[src/logic/csl_cfg.svh]
// offsets, field positions, reset values and timing figures of the coupler status block
`ifndef CSL_CFG_SVH
`define CSL_CFG_SVH

// ****************************************
// register offsets (byte addresses)
// ****************************************
`define CSL_ADDR_W 8
`define CSL_OFF_CTRL 8'h00
`define CSL_OFF_STATION 8'h04
`define CSL_OFF_SAVED_IP 8'h08
`define CSL_OFF_EFF_IP 8'h0C
`define CSL_OFF_LED 8'h10
`define CSL_OFF_EVENT 8'h14
`define CSL_OFF_LINK 8'h18

// ****************************************
// control register fields
// ****************************************
`define CSL_CTRL_SYS_LSB 0
`define CSL_CTRL_DIAGNOSTIC_LED_LSB 4
`define CSL_CTRL_ONLINE 8
`define CSL_CTRL_CONN_DONE 9
`define CSL_CTRL_MAC_OK 10
`define CSL_CTRL_TIMEOUT 11
`define CSL_CTRL_SERIOUS 12
`define CSL_CTRL_ADV100 16
`define CSL_CTRL_RESET 32'h0001_0003

// ****************************************
// status and event fields
// ****************************************
`define CSL_STN_SAVED_BIT 8
`define CSL_EVT_SWCHG 0

// ****************************************
// reset values
// ****************************************
`define CSL_SAVED_IP_RESET 32'hC0A8_0203
`define CSL_STATION_NONE 8'h00

// ****************************************
// timing
// ****************************************
`define CSL_CLK_HZ 50000000
`define CSL_FLASH_MS 200
`define CSL_FLASH_CYC ((`CSL_CLK_HZ / 1000) * `CSL_FLASH_MS)
`define CSL_PATT_SLOTS 10

`endif

[src/logic/csl_pkg.sv]
// types of the coupler status block
package csl_pkg;

  typedef enum logic [2:0] {
    CSL_SYS_OFF = 3'h0,
    CSL_SYS_WAIT = 3'h1,
    CSL_SYS_ONLINE = 3'h2,
    CSL_SYS_INIT = 3'h3,
    CSL_SYS_INIT_FAIL = 3'h4,
    CSL_SYS_RUN_FAIL = 3'h5,
    CSL_SYS_FW_MISMATCH = 3'h6,
    CSL_SYS_NET_INIT_FAIL = 3'h7
  } csl_sys_mode_t;

  typedef enum logic [2:0] {
    CSL_DIAGNOSTIC_LED_OFF = 3'h0,
    CSL_DIAGNOSTIC_LED_RUN = 3'h1,
    CSL_DIAGNOSTIC_LED_HOTSWAP = 3'h2,
    CSL_DIAGNOSTIC_LED_BUS_DOWN = 3'h3,
    CSL_DIAGNOSTIC_LED_NO_MODULE = 3'h4,
    CSL_DIAGNOSTIC_LED_BAD_MODULE = 3'h5,
    CSL_DIAGNOSTIC_LED_OVERSIZE = 3'h6,
    CSL_DIAGNOSTIC_LED_MISMATCH = 3'h7
  } csl_diagnostic_led_mode_t;

  typedef enum logic [1:0] {
    CSL_CAP = 2'b01,
    CSL_RUN = 2'b10
  } csl_cap_state_t;

endpackage

[src/logic/csl_blink.sv]
// flash rate divider and counted blink patterns for the status indicators
`timescale 1ns/1ps
`default_nettype none
`include "csl_cfg.svh"

module csl_blink #(
  parameter int unsigned FLASH_CYC = `CSL_FLASH_CYC
) (
  input wire logic pclk,
  input wire logic presetn,
  output logic flash_q,
  output logic [3:0] patt_q
);

  localparam int unsigned CW = $clog2(FLASH_CYC + 1);
  localparam logic [3:0] SLOT_LAST = 4'(`CSL_PATT_SLOTS - 1);

  logic [CW-1:0] div_q;
  logic tick;
  logic [3:0] slot_q;

  // ****************************************
  // divider: one-cycle tick per flash half period
  // ****************************************
  assign tick = (div_q == CW'(FLASH_CYC - 1));

  always_ff @(posedge pclk or negedge presetn) begin
    if (!presetn) begin
      div_q <= '0;
    end else if (tick) begin
      div_q <= '0;
    end else begin
      div_q <= div_q + CW'(1);
    end
  end

  always_ff @(posedge pclk or negedge presetn) begin
    if (!presetn) begin
      slot_q <= 4'h0;
      flash_q <= 1'b0;
    end else if (tick) begin
      flash_q <= ~flash_q;
      slot_q <= (slot_q == SLOT_LAST) ? 4'h0 : slot_q + 4'h1;
    end
  end

  // ****************************************
  // pattern n: n+1 flashes, then a pause
  // ****************************************
  always_ff @(posedge pclk or negedge presetn) begin
    if (!presetn) begin
      patt_q <= 4'h0;
    end else begin
      for (int n = 0; n < 4; n++) begin
        patt_q[n] <= (slot_q < 4'((n + 1) * 2)) && !slot_q[0];
      end
    end
  end

endmodule
`default_nettype wire

[src/logic/csl_top.sv]
// station number capture, status indicator drive and register slave of the coupler
//
// Chosen here: the APB register port and the address map.
`timescale 1ns/1ps
`default_nettype none
`include "csl_cfg.svh"

module csl_top #(
  parameter int unsigned FLASH_CYC = `CSL_FLASH_CYC,
  parameter logic [31:0] SAVED_IP_RESET = `CSL_SAVED_IP_RESET
) (
  input wire logic pclk,
  input wire logic presetn,
  input wire logic psel,
  input wire logic penable,
  input wire logic pwrite,
  input wire logic [`CSL_ADDR_W-1:0] paddr,
  input wire logic [31:0] pwdata,
  output logic [31:0] prdata,
  output logic pready,
  output logic pslverr,
  input wire logic [3:0] station_high_digit_switch,
  input wire logic [3:0] station_low_digit_switch,
  input wire logic supply_ok,
  input wire logic io_supply_ok,
  input wire logic net_power_ok,
  input wire logic an_complete,
  input wire logic partner_100,
  output logic power_led,
  output logic system_led_green,
  output logic system_led_red,
  output logic diagnostic_led_green,
  output logic diagnostic_led_red,
  output logic io_power_led,
  output logic network_state_led_green,
  output logic network_state_led_red,
  output logic [31:0] ip_addr,
  output logic link_up,
  output logic link_speed_100
);

  // ****************************************
  // declarations
  // ****************************************
  csl_pkg::csl_cap_state_t cap_q;
  logic [7:0] station_q;
  logic [7:0] switch_now;
  logic [31:0] ctrl_q;
  logic [31:0] saved_ip_q;
  logic sw_changed_q;
  logic [31:0] prdata_q;
  logic [31:0] rd_mux;
  logic wr_en;
  logic rd_setup;
  logic mapped;
  logic flash;
  logic [3:0] patt;
  csl_pkg::csl_sys_mode_t sys_mode;
  csl_pkg::csl_diagnostic_led_mode_t diagnostic_led_mode;
  logic online;
  logic conn_done;
  logic mac_ok;
  logic net_timeout;
  logic net_serious;
  logic sys_g_d;
  logic sys_r_d;
  logic diagnostic_led_g_d;
  logic diagnostic_led_r_d;
  logic net_g_d;
  logic net_r_d;
  logic [31:0] ip_d;
  logic sys_g_q;
  logic sys_r_q;
  logic diagnostic_led_g_q;
  logic diagnostic_led_r_q;
  logic net_g_q;
  logic net_r_q;
  logic pwr_q;
  logic iopwr_q;
  logic [31:0] ip_q;
  logic link_up_q;
  logic spd100_q;

  // ****************************************
  // helpers
  // ****************************************
  function automatic logic is_addr(input logic [`CSL_ADDR_W-1:0] a,
                                   input logic [`CSL_ADDR_W-1:0] off);
    is_addr = (a == off);
  endfunction

  function automatic logic fixed_or_flash(input logic steady, input logic blink,
                                          input logic phase);
    fixed_or_flash = steady | (blink & phase);
  endfunction

  // ****************************************
  // flash and pattern source
  // ****************************************
  csl_blink #(
    .FLASH_CYC(FLASH_CYC)
  ) u_blink (
    .pclk(pclk),
    .presetn(presetn),
    .flash_q(flash),
    .patt_q(patt)
  );

  // ****************************************
  // station number capture
  // ****************************************
  assign switch_now = {station_high_digit_switch, station_low_digit_switch};

  // first clocked cycle after release takes the switches, then never again
  always_ff @(posedge pclk or negedge presetn) begin
    if (!presetn) begin
      cap_q <= csl_pkg::CSL_CAP;
      station_q <= `CSL_STATION_NONE;
    end else begin
      unique case (cap_q)
        csl_pkg::CSL_CAP: begin
          station_q <= switch_now;
          cap_q <= csl_pkg::CSL_RUN;
        end
        csl_pkg::CSL_RUN: begin
          cap_q <= csl_pkg::CSL_RUN;
        end
        default: begin
          cap_q <= csl_pkg::CSL_CAP;
        end
      endcase
    end
  end

  // a running change is only flagged, never applied
  always_ff @(posedge pclk or negedge presetn) begin
    if (!presetn) begin
      sw_changed_q <= 1'b0;
    end else if (cap_q == csl_pkg::CSL_RUN && switch_now != station_q) begin
      sw_changed_q <= 1'b1;
    end else if (wr_en && is_addr(paddr, `CSL_OFF_EVENT) && pwdata[`CSL_EVT_SWCHG]) begin
      sw_changed_q <= 1'b0;
    end
  end

  // ****************************************
  // address selection
  // ****************************************
  always_comb begin
    if (station_q == `CSL_STATION_NONE) begin
      ip_d = saved_ip_q;
    end else begin
      ip_d = {saved_ip_q[31:8], station_q};
    end
  end

  always_ff @(posedge pclk or negedge presetn) begin
    if (!presetn) begin
      ip_q <= `CSL_SAVED_IP_RESET;
    end else begin
      ip_q <= ip_d;
    end
  end

  assign ip_addr = ip_q;

  // ****************************************
  // apb slave
  // ****************************************
  assign mapped = is_addr(paddr, `CSL_OFF_CTRL) | is_addr(paddr, `CSL_OFF_STATION) |
                  is_addr(paddr, `CSL_OFF_SAVED_IP) | is_addr(paddr, `CSL_OFF_EFF_IP) |
                  is_addr(paddr, `CSL_OFF_LED) | is_addr(paddr, `CSL_OFF_EVENT) |
                  is_addr(paddr, `CSL_OFF_LINK);
  assign wr_en = psel & penable & pwrite & mapped;
  assign rd_setup = psel & ~penable & ~pwrite;
  assign pready = 1'b1;
  assign pslverr = psel & penable & ~mapped;
  assign prdata = prdata_q;

  always_ff @(posedge pclk or negedge presetn) begin
    if (!presetn) begin
      ctrl_q <= `CSL_CTRL_RESET;
    end else if (wr_en && is_addr(paddr, `CSL_OFF_CTRL)) begin
      ctrl_q <= pwdata;
    end
  end

  always_ff @(posedge pclk or negedge presetn) begin
    if (!presetn) begin
      saved_ip_q <= SAVED_IP_RESET;
    end else if (wr_en && is_addr(paddr, `CSL_OFF_SAVED_IP)) begin
      saved_ip_q <= pwdata;
    end
  end

  always_comb begin
    rd_mux = 32'h0000_0000;
    if (is_addr(paddr, `CSL_OFF_CTRL)) begin
      rd_mux = ctrl_q;
    end else if (is_addr(paddr, `CSL_OFF_STATION)) begin
      rd_mux[7:0] = station_q;
      rd_mux[`CSL_STN_SAVED_BIT] = (station_q == `CSL_STATION_NONE);
    end else if (is_addr(paddr, `CSL_OFF_SAVED_IP)) begin
      rd_mux = saved_ip_q;
    end else if (is_addr(paddr, `CSL_OFF_EFF_IP)) begin
      rd_mux = ip_q;
    end else if (is_addr(paddr, `CSL_OFF_LED)) begin
      rd_mux[7:0] = {net_r_q, net_g_q, iopwr_q, diagnostic_led_r_q, diagnostic_led_g_q, sys_r_q, sys_g_q, pwr_q};
    end else if (is_addr(paddr, `CSL_OFF_EVENT)) begin
      rd_mux[`CSL_EVT_SWCHG] = sw_changed_q;
    end else if (is_addr(paddr, `CSL_OFF_LINK)) begin
      rd_mux[1:0] = {spd100_q, link_up_q};
    end
  end

  // read data settles in the setup cycle, valid through the access cycle
  always_ff @(posedge pclk or negedge presetn) begin
    if (!presetn) begin
      prdata_q <= 32'h0000_0000;
    end else if (rd_setup) begin
      prdata_q <= rd_mux;
    end
  end

  // ****************************************
  // control field decode
  // ****************************************
  assign sys_mode = csl_pkg::csl_sys_mode_t'(ctrl_q[`CSL_CTRL_SYS_LSB +: 3]);
  assign diagnostic_led_mode = csl_pkg::csl_diagnostic_led_mode_t'(ctrl_q[`CSL_CTRL_DIAGNOSTIC_LED_LSB +: 3]);
  assign online = ctrl_q[`CSL_CTRL_ONLINE] & net_power_ok;
  assign conn_done = ctrl_q[`CSL_CTRL_CONN_DONE];
  assign mac_ok = ctrl_q[`CSL_CTRL_MAC_OK];
  assign net_timeout = ctrl_q[`CSL_CTRL_TIMEOUT];
  assign net_serious = ctrl_q[`CSL_CTRL_SERIOUS];

  // ****************************************
  // system indicator
  // ****************************************
  always_comb begin
    sys_g_d = 1'b0;
    sys_r_d = 1'b0;
    unique case (sys_mode)
      csl_pkg::CSL_SYS_OFF: begin
        sys_g_d = 1'b0;
      end
      csl_pkg::CSL_SYS_WAIT: begin
        sys_g_d = flash;
      end
      csl_pkg::CSL_SYS_ONLINE: begin
        sys_g_d = 1'b1;
      end
      csl_pkg::CSL_SYS_INIT: begin
        sys_r_d = flash;
      end
      csl_pkg::CSL_SYS_INIT_FAIL: begin
        sys_r_d = 1'b1;
      end
      csl_pkg::CSL_SYS_RUN_FAIL: begin
        sys_r_d = 1'b1;
      end
      csl_pkg::CSL_SYS_FW_MISMATCH: begin
        sys_r_d = 1'b1;
      end
      csl_pkg::CSL_SYS_NET_INIT_FAIL: begin
        sys_r_d = flash;
      end
    endcase
    // running switch change: flash red unless a fault already holds it steady
    if (sw_changed_q && !sys_r_d) begin
      sys_r_d = flash;
      sys_g_d = 1'b0;
    end
  end

  // ****************************************
  // diagnostic indicator
  // ****************************************
  always_comb begin
    diagnostic_led_g_d = 1'b0;
    diagnostic_led_r_d = 1'b0;
    unique case (diagnostic_led_mode)
      csl_pkg::CSL_DIAGNOSTIC_LED_OFF: begin
        diagnostic_led_g_d = 1'b0;
      end
      csl_pkg::CSL_DIAGNOSTIC_LED_RUN: begin
        diagnostic_led_g_d = 1'b1;
      end
      csl_pkg::CSL_DIAGNOSTIC_LED_HOTSWAP: begin
        diagnostic_led_g_d = flash;
      end
      csl_pkg::CSL_DIAGNOSTIC_LED_BUS_DOWN: begin
        diagnostic_led_r_d = 1'b1;
      end
      csl_pkg::CSL_DIAGNOSTIC_LED_NO_MODULE: begin
        diagnostic_led_r_d = patt[1];
      end
      csl_pkg::CSL_DIAGNOSTIC_LED_BAD_MODULE: begin
        diagnostic_led_r_d = patt[2];
      end
      csl_pkg::CSL_DIAGNOSTIC_LED_OVERSIZE: begin
        diagnostic_led_r_d = patt[3];
      end
      csl_pkg::CSL_DIAGNOSTIC_LED_MISMATCH: begin
        diagnostic_led_r_d = flash;
      end
    endcase
  end

  // ****************************************
  // network indicator
  // ****************************************
  always_comb begin
    net_g_d = 1'b0;
    net_r_d = 1'b0;
    if (online) begin
      net_g_d = fixed_or_flash(conn_done, ~conn_done, flash);
    end
    if (online && mac_ok) begin
      net_r_d = fixed_or_flash(net_serious, net_timeout, flash);
    end
  end

  // ****************************************
  // indicator outputs
  // ****************************************
  always_ff @(posedge pclk or negedge presetn) begin
    if (!presetn) begin
      pwr_q <= 1'b0;
      iopwr_q <= 1'b0;
    end else begin
      pwr_q <= supply_ok;
      iopwr_q <= io_supply_ok;
    end
  end

  always_ff @(posedge pclk or negedge presetn) begin
    if (!presetn) begin
      sys_g_q <= 1'b0;
      sys_r_q <= 1'b0;
      diagnostic_led_g_q <= 1'b0;
      diagnostic_led_r_q <= 1'b0;
      net_g_q <= 1'b0;
      net_r_q <= 1'b0;
    end else begin
      sys_g_q <= sys_g_d & supply_ok;
      sys_r_q <= sys_r_d & supply_ok;
      diagnostic_led_g_q <= diagnostic_led_g_d & supply_ok;
      diagnostic_led_r_q <= diagnostic_led_r_d & supply_ok;
      net_g_q <= net_g_d & supply_ok;
      net_r_q <= net_r_d & supply_ok;
    end
  end

  assign power_led = pwr_q;
  assign io_power_led = iopwr_q;
  assign system_led_green = sys_g_q;
  assign system_led_red = sys_r_q;
  assign diagnostic_led_green = diagnostic_led_g_q;
  assign diagnostic_led_red = diagnostic_led_r_q;
  assign network_state_led_green = net_g_q;
  assign network_state_led_red = net_r_q;

  // ****************************************
  // link speed
  // ****************************************
  // 100 only when both ends offer it, else 10
  always_ff @(posedge pclk or negedge presetn) begin
    if (!presetn) begin
      link_up_q <= 1'b0;
      spd100_q <= 1'b0;
    end else begin
      link_up_q <= an_complete;
      spd100_q <= an_complete & partner_100 & ctrl_q[`CSL_CTRL_ADV100];
    end
  end

  assign link_up = link_up_q;
  assign link_speed_100 = spd100_q;

endmodule
`default_nettype wire

[config.mk]
export PLATFORM = sky130hd
export DESIGN_NAME = csl_top
export DESIGN_NICKNAME = d
export VERILOG_FILES = /design/src/logic/csl_pkg.sv /design/src/logic/csl_blink.sv /design/src/logic/csl_top.sv
export VERILOG_INCLUDE_DIRS = /design/src /design/src/logic
export SDC_FILE = /design/constraint.sdc
export NUM_CORES = 1
export LEC_CHECK = 0
export ABC_AREA = 0
export ABC_CLOCK_PERIOD_IN_PS = 2200
export BUFFER_PORTS_ARGS = -buffer_cell sky130_fd_sc_hd__buf_2
export CORE_ASPECT_RATIO = 1.2
export CORE_MARGIN = 2
export CORE_UTILIZATION = 34
export DETAILED_ROUTE_END_ITERATION = 10
export GPL_TIMING_DRIVEN = 0
export RECOVER_POWER = 50
export SYNTH_ARGS = -nofsm -noshare
export SYNTH_HDL_FRONTEND = slang
export SYNTH_HIERARCHICAL = 1
export SYNTH_SLANG_ARGS = --single-unit
[constraint.sdc]
create_clock -name pclk -period 2.2 [get_ports pclk]
set_input_delay 0.11 -clock pclk [delete_from_list [all_inputs] [get_ports pclk]]
set_output_delay 0.11 -clock pclk [all_outputs]
set_load 0.02 [all_outputs]
==> flow_metrics.env <==
export IMPL_status="completed"
export IMPL_io_buffers=132
export IMPL_cap_violations=0
export IMPL_final_seq_area_um2=4550
export IMPL_syn_area_per_cell_um2=12.9
export IMPL_setup_viol=0
export IMPL_worst_pin_slew_ps=1250
export IMPL_rsz0062_at_grt="no"
export IMPL_swShare_pct=23.6
export IMPL_multi_input_area_um2=3170
export IMPL_cts_max_level=4
export IMPL_syn_area_um2=7980
export IMPL_place_gp_congestion=0.790
export IMPL_pwr_share_clk_pct=43.3
export IMPL_core_area_um2=23100
export IMPL_yosysWarnings=6
export IMPL_clockRootBuffer="clkbuf_16"
export IMPL_hold_class="input pin to flip-flop"
export IMPL_required_ps=2500
export IMPL_powerDensity_nw_per_um2=678
export IMPL_io_pins=134
export IMPL_netlist_instances=620
export IMPL_drtIter0Drc=290
export IMPL_grt_pass1_wl_mm=32.3
export IMPL_grt_total_usage_pct=17.0
export IMPL_p_int_w=0.00516
export IMPL_drt_pass1_iter_count=6
export IMPL_grt_pass1_vias=5909
export IMPL_drcViolationCount=0
export IMPL_clockBufferDepth=2
export IMPL_drive_gt1_share_pct=24.3
export IMPL_final_period_utilization_pct=94.0
export IMPL_fillers=2222
export IMPL_ir_drop_mv=0.556
export IMPL_crit_path_end_kind="flip-flop"
export IMPL_worst_path_max_fanout=10
export IMPL_vias=5798
export IMPL_grt_start_max_net_pins=115
export IMPL_wl_per_cell_um=18.0
export IMPL_final_min_clock_period_ps=2070
export IMPL_seq_power_share_pct=50.6
export IMPL_tns_ps=0
export IMPL_die_h_um=172
export IMPL_area_growth_pct=24.9
export IMPL_worstSetupPathType="input pin to flip-flop"
export IMPL_nets=879
export IMPL_start_util_pct=34.5
export IMPL_final_util_pct=43.1
export IMPL_p_comb_share_pct=6.1
export IMPL_switching_power_w=0.00160
export IMPL_antenna_found_initial=1
export IMPL_slew_viol_final=0
export IMPL_die_area_um2=24700
export IMPL_clk_pin_slew_ps=60
export IMPL_p_leak_nw=4.34
export IMPL_finalHoldViolations=0
export IMPL_cts_tree="built"
export IMPL_routed_wl_mm=20.6
export IMPL_numClockSinks=181
export IMPL_worstSetupStartpointType="input pin"
export IMPL_ant_nets=0
export IMPL_overflow=0
export IMPL_fmax_ghz=0.484
export IMPL_skew_ps=12.5
export IMPL_row_count=61
export IMPL_insertion_delay_ps=430
export IMPL_cts_resized=0
export IMPL_arrival_ps=2370
export IMPL_cts_made_buffers=17
export IMPL_hold_ws_ps=187
export IMPL_maxSlewHeadroom_pct=16.4
export IMPL_die_x_um=144
export IMPL_dp_hpwl_mm=14.6
export IMPL_syn_nets=681
export IMPL_post_drt_via_cell_ratio=5.05
[metrics by stage]
stage | total power, W | instances | worst slack (ps) | instance area, um2
4_1_cts | 0.00687 | 1146 | 184 | 10100
2_1_floorplan | 0.00362 | 620 | 528 | 7980
3_3_place_gp | 0.00383 | 1067 | -1950 | 9030
3_5_place_dp | 0.00384 | 1068 | -269 | 9070
6_report | 0.00676 | 1147 | 132 | 9960
5_1_grt | 0.00704 | 1146 | 82.2 | 9960
[power by group through the flow]
stage	registers (W)	logic, W	clock network (W)
global route	0.00342	0.000453	0.00316
CTS	0.00342	0.000431	0.00302
floorplan	0.00349	0.000126	0
detailed placement	0.00348	0.000364	0
global placement	0.00348	0.000353	0
finish	0.00342	0.000411	0.00293
[what timing repair did]
item                      in CTS  in global routing
hold endpoints to repair     146                  0
hold buffers                  46                  0
buffers inserted               0                  0
[registers in the layout (all words and copies together) (netlist names), 2 cells and up]
signal	flops
u_blink/slot_q	4
cap_q	2
station_q	8
ip_addr	32
prdata	32
ctrl_q	32
u_blink/div_q	24
saved_ip_q	32
u_blink/patt_q	3
[final cells by class]
cell class                      instances  area share (%)
Timing Repair Buffer                  179            10.5
Clock buffer                           19            4.45
Sequential cell                       181            45.7
Inverter                               11           0.414
Tap cell                              315            3.96
Multi-Input combinational cell        400            31.9
Clock inverter                         13            1.24
Antenna cell                            1          0.0251
Buffer                                 28            1.82
[worst max-delay path: stages]
cell and delay [ps]:
buf_2 150, or4b_1 530, clkbuf_1 250, nor2_1 760
buf_12 240, mux2_4 320
[cell usage in the layout, fill, tap and decap left out, drive strengths merged, types with 10 or more instances in the layout]
cell and count:
nand3 13, a2bb2oi 13, a221o 23, a22oi 25, clkbuf 107, inv 15
xnor2 20, nor2b 10, nor3 19, mux2i 11, nand4 13, buf 73
nand2 24, mux2 73, nor2 44, o21ai 19, dfrtp 161, dlygate4sd3 46
dfstp 20
[metal layers]
metal	track usage, %	vias up	share of wire (%)
met5	0	-	0.058
met4	5.41	2	1.3
met3	4.15	24	5.0
met2	28.2	151	49
met1	22.0	2927	45
li1	-	2694	-
[final timing paths]
kind | startpoint | endpoint | slack [ps] | cells past startpoint
max | paddr[1] | saved_ip_q[27] | 130 | 6
min | pwrite | prdata[2] | 190 | 4
max reg2reg | station_q[6] | prdata[8] | 180 | 4
min reg2reg | saved_ip_q[31] | ip_addr[31] | 380 | 0
max in group asynchronous | presetn | ip_addr[2] | 600 | 3
min in group asynchronous | presetn | prdata[15] | 220 | 2
No activity file was read; power rests on OpenSTA's default activity.
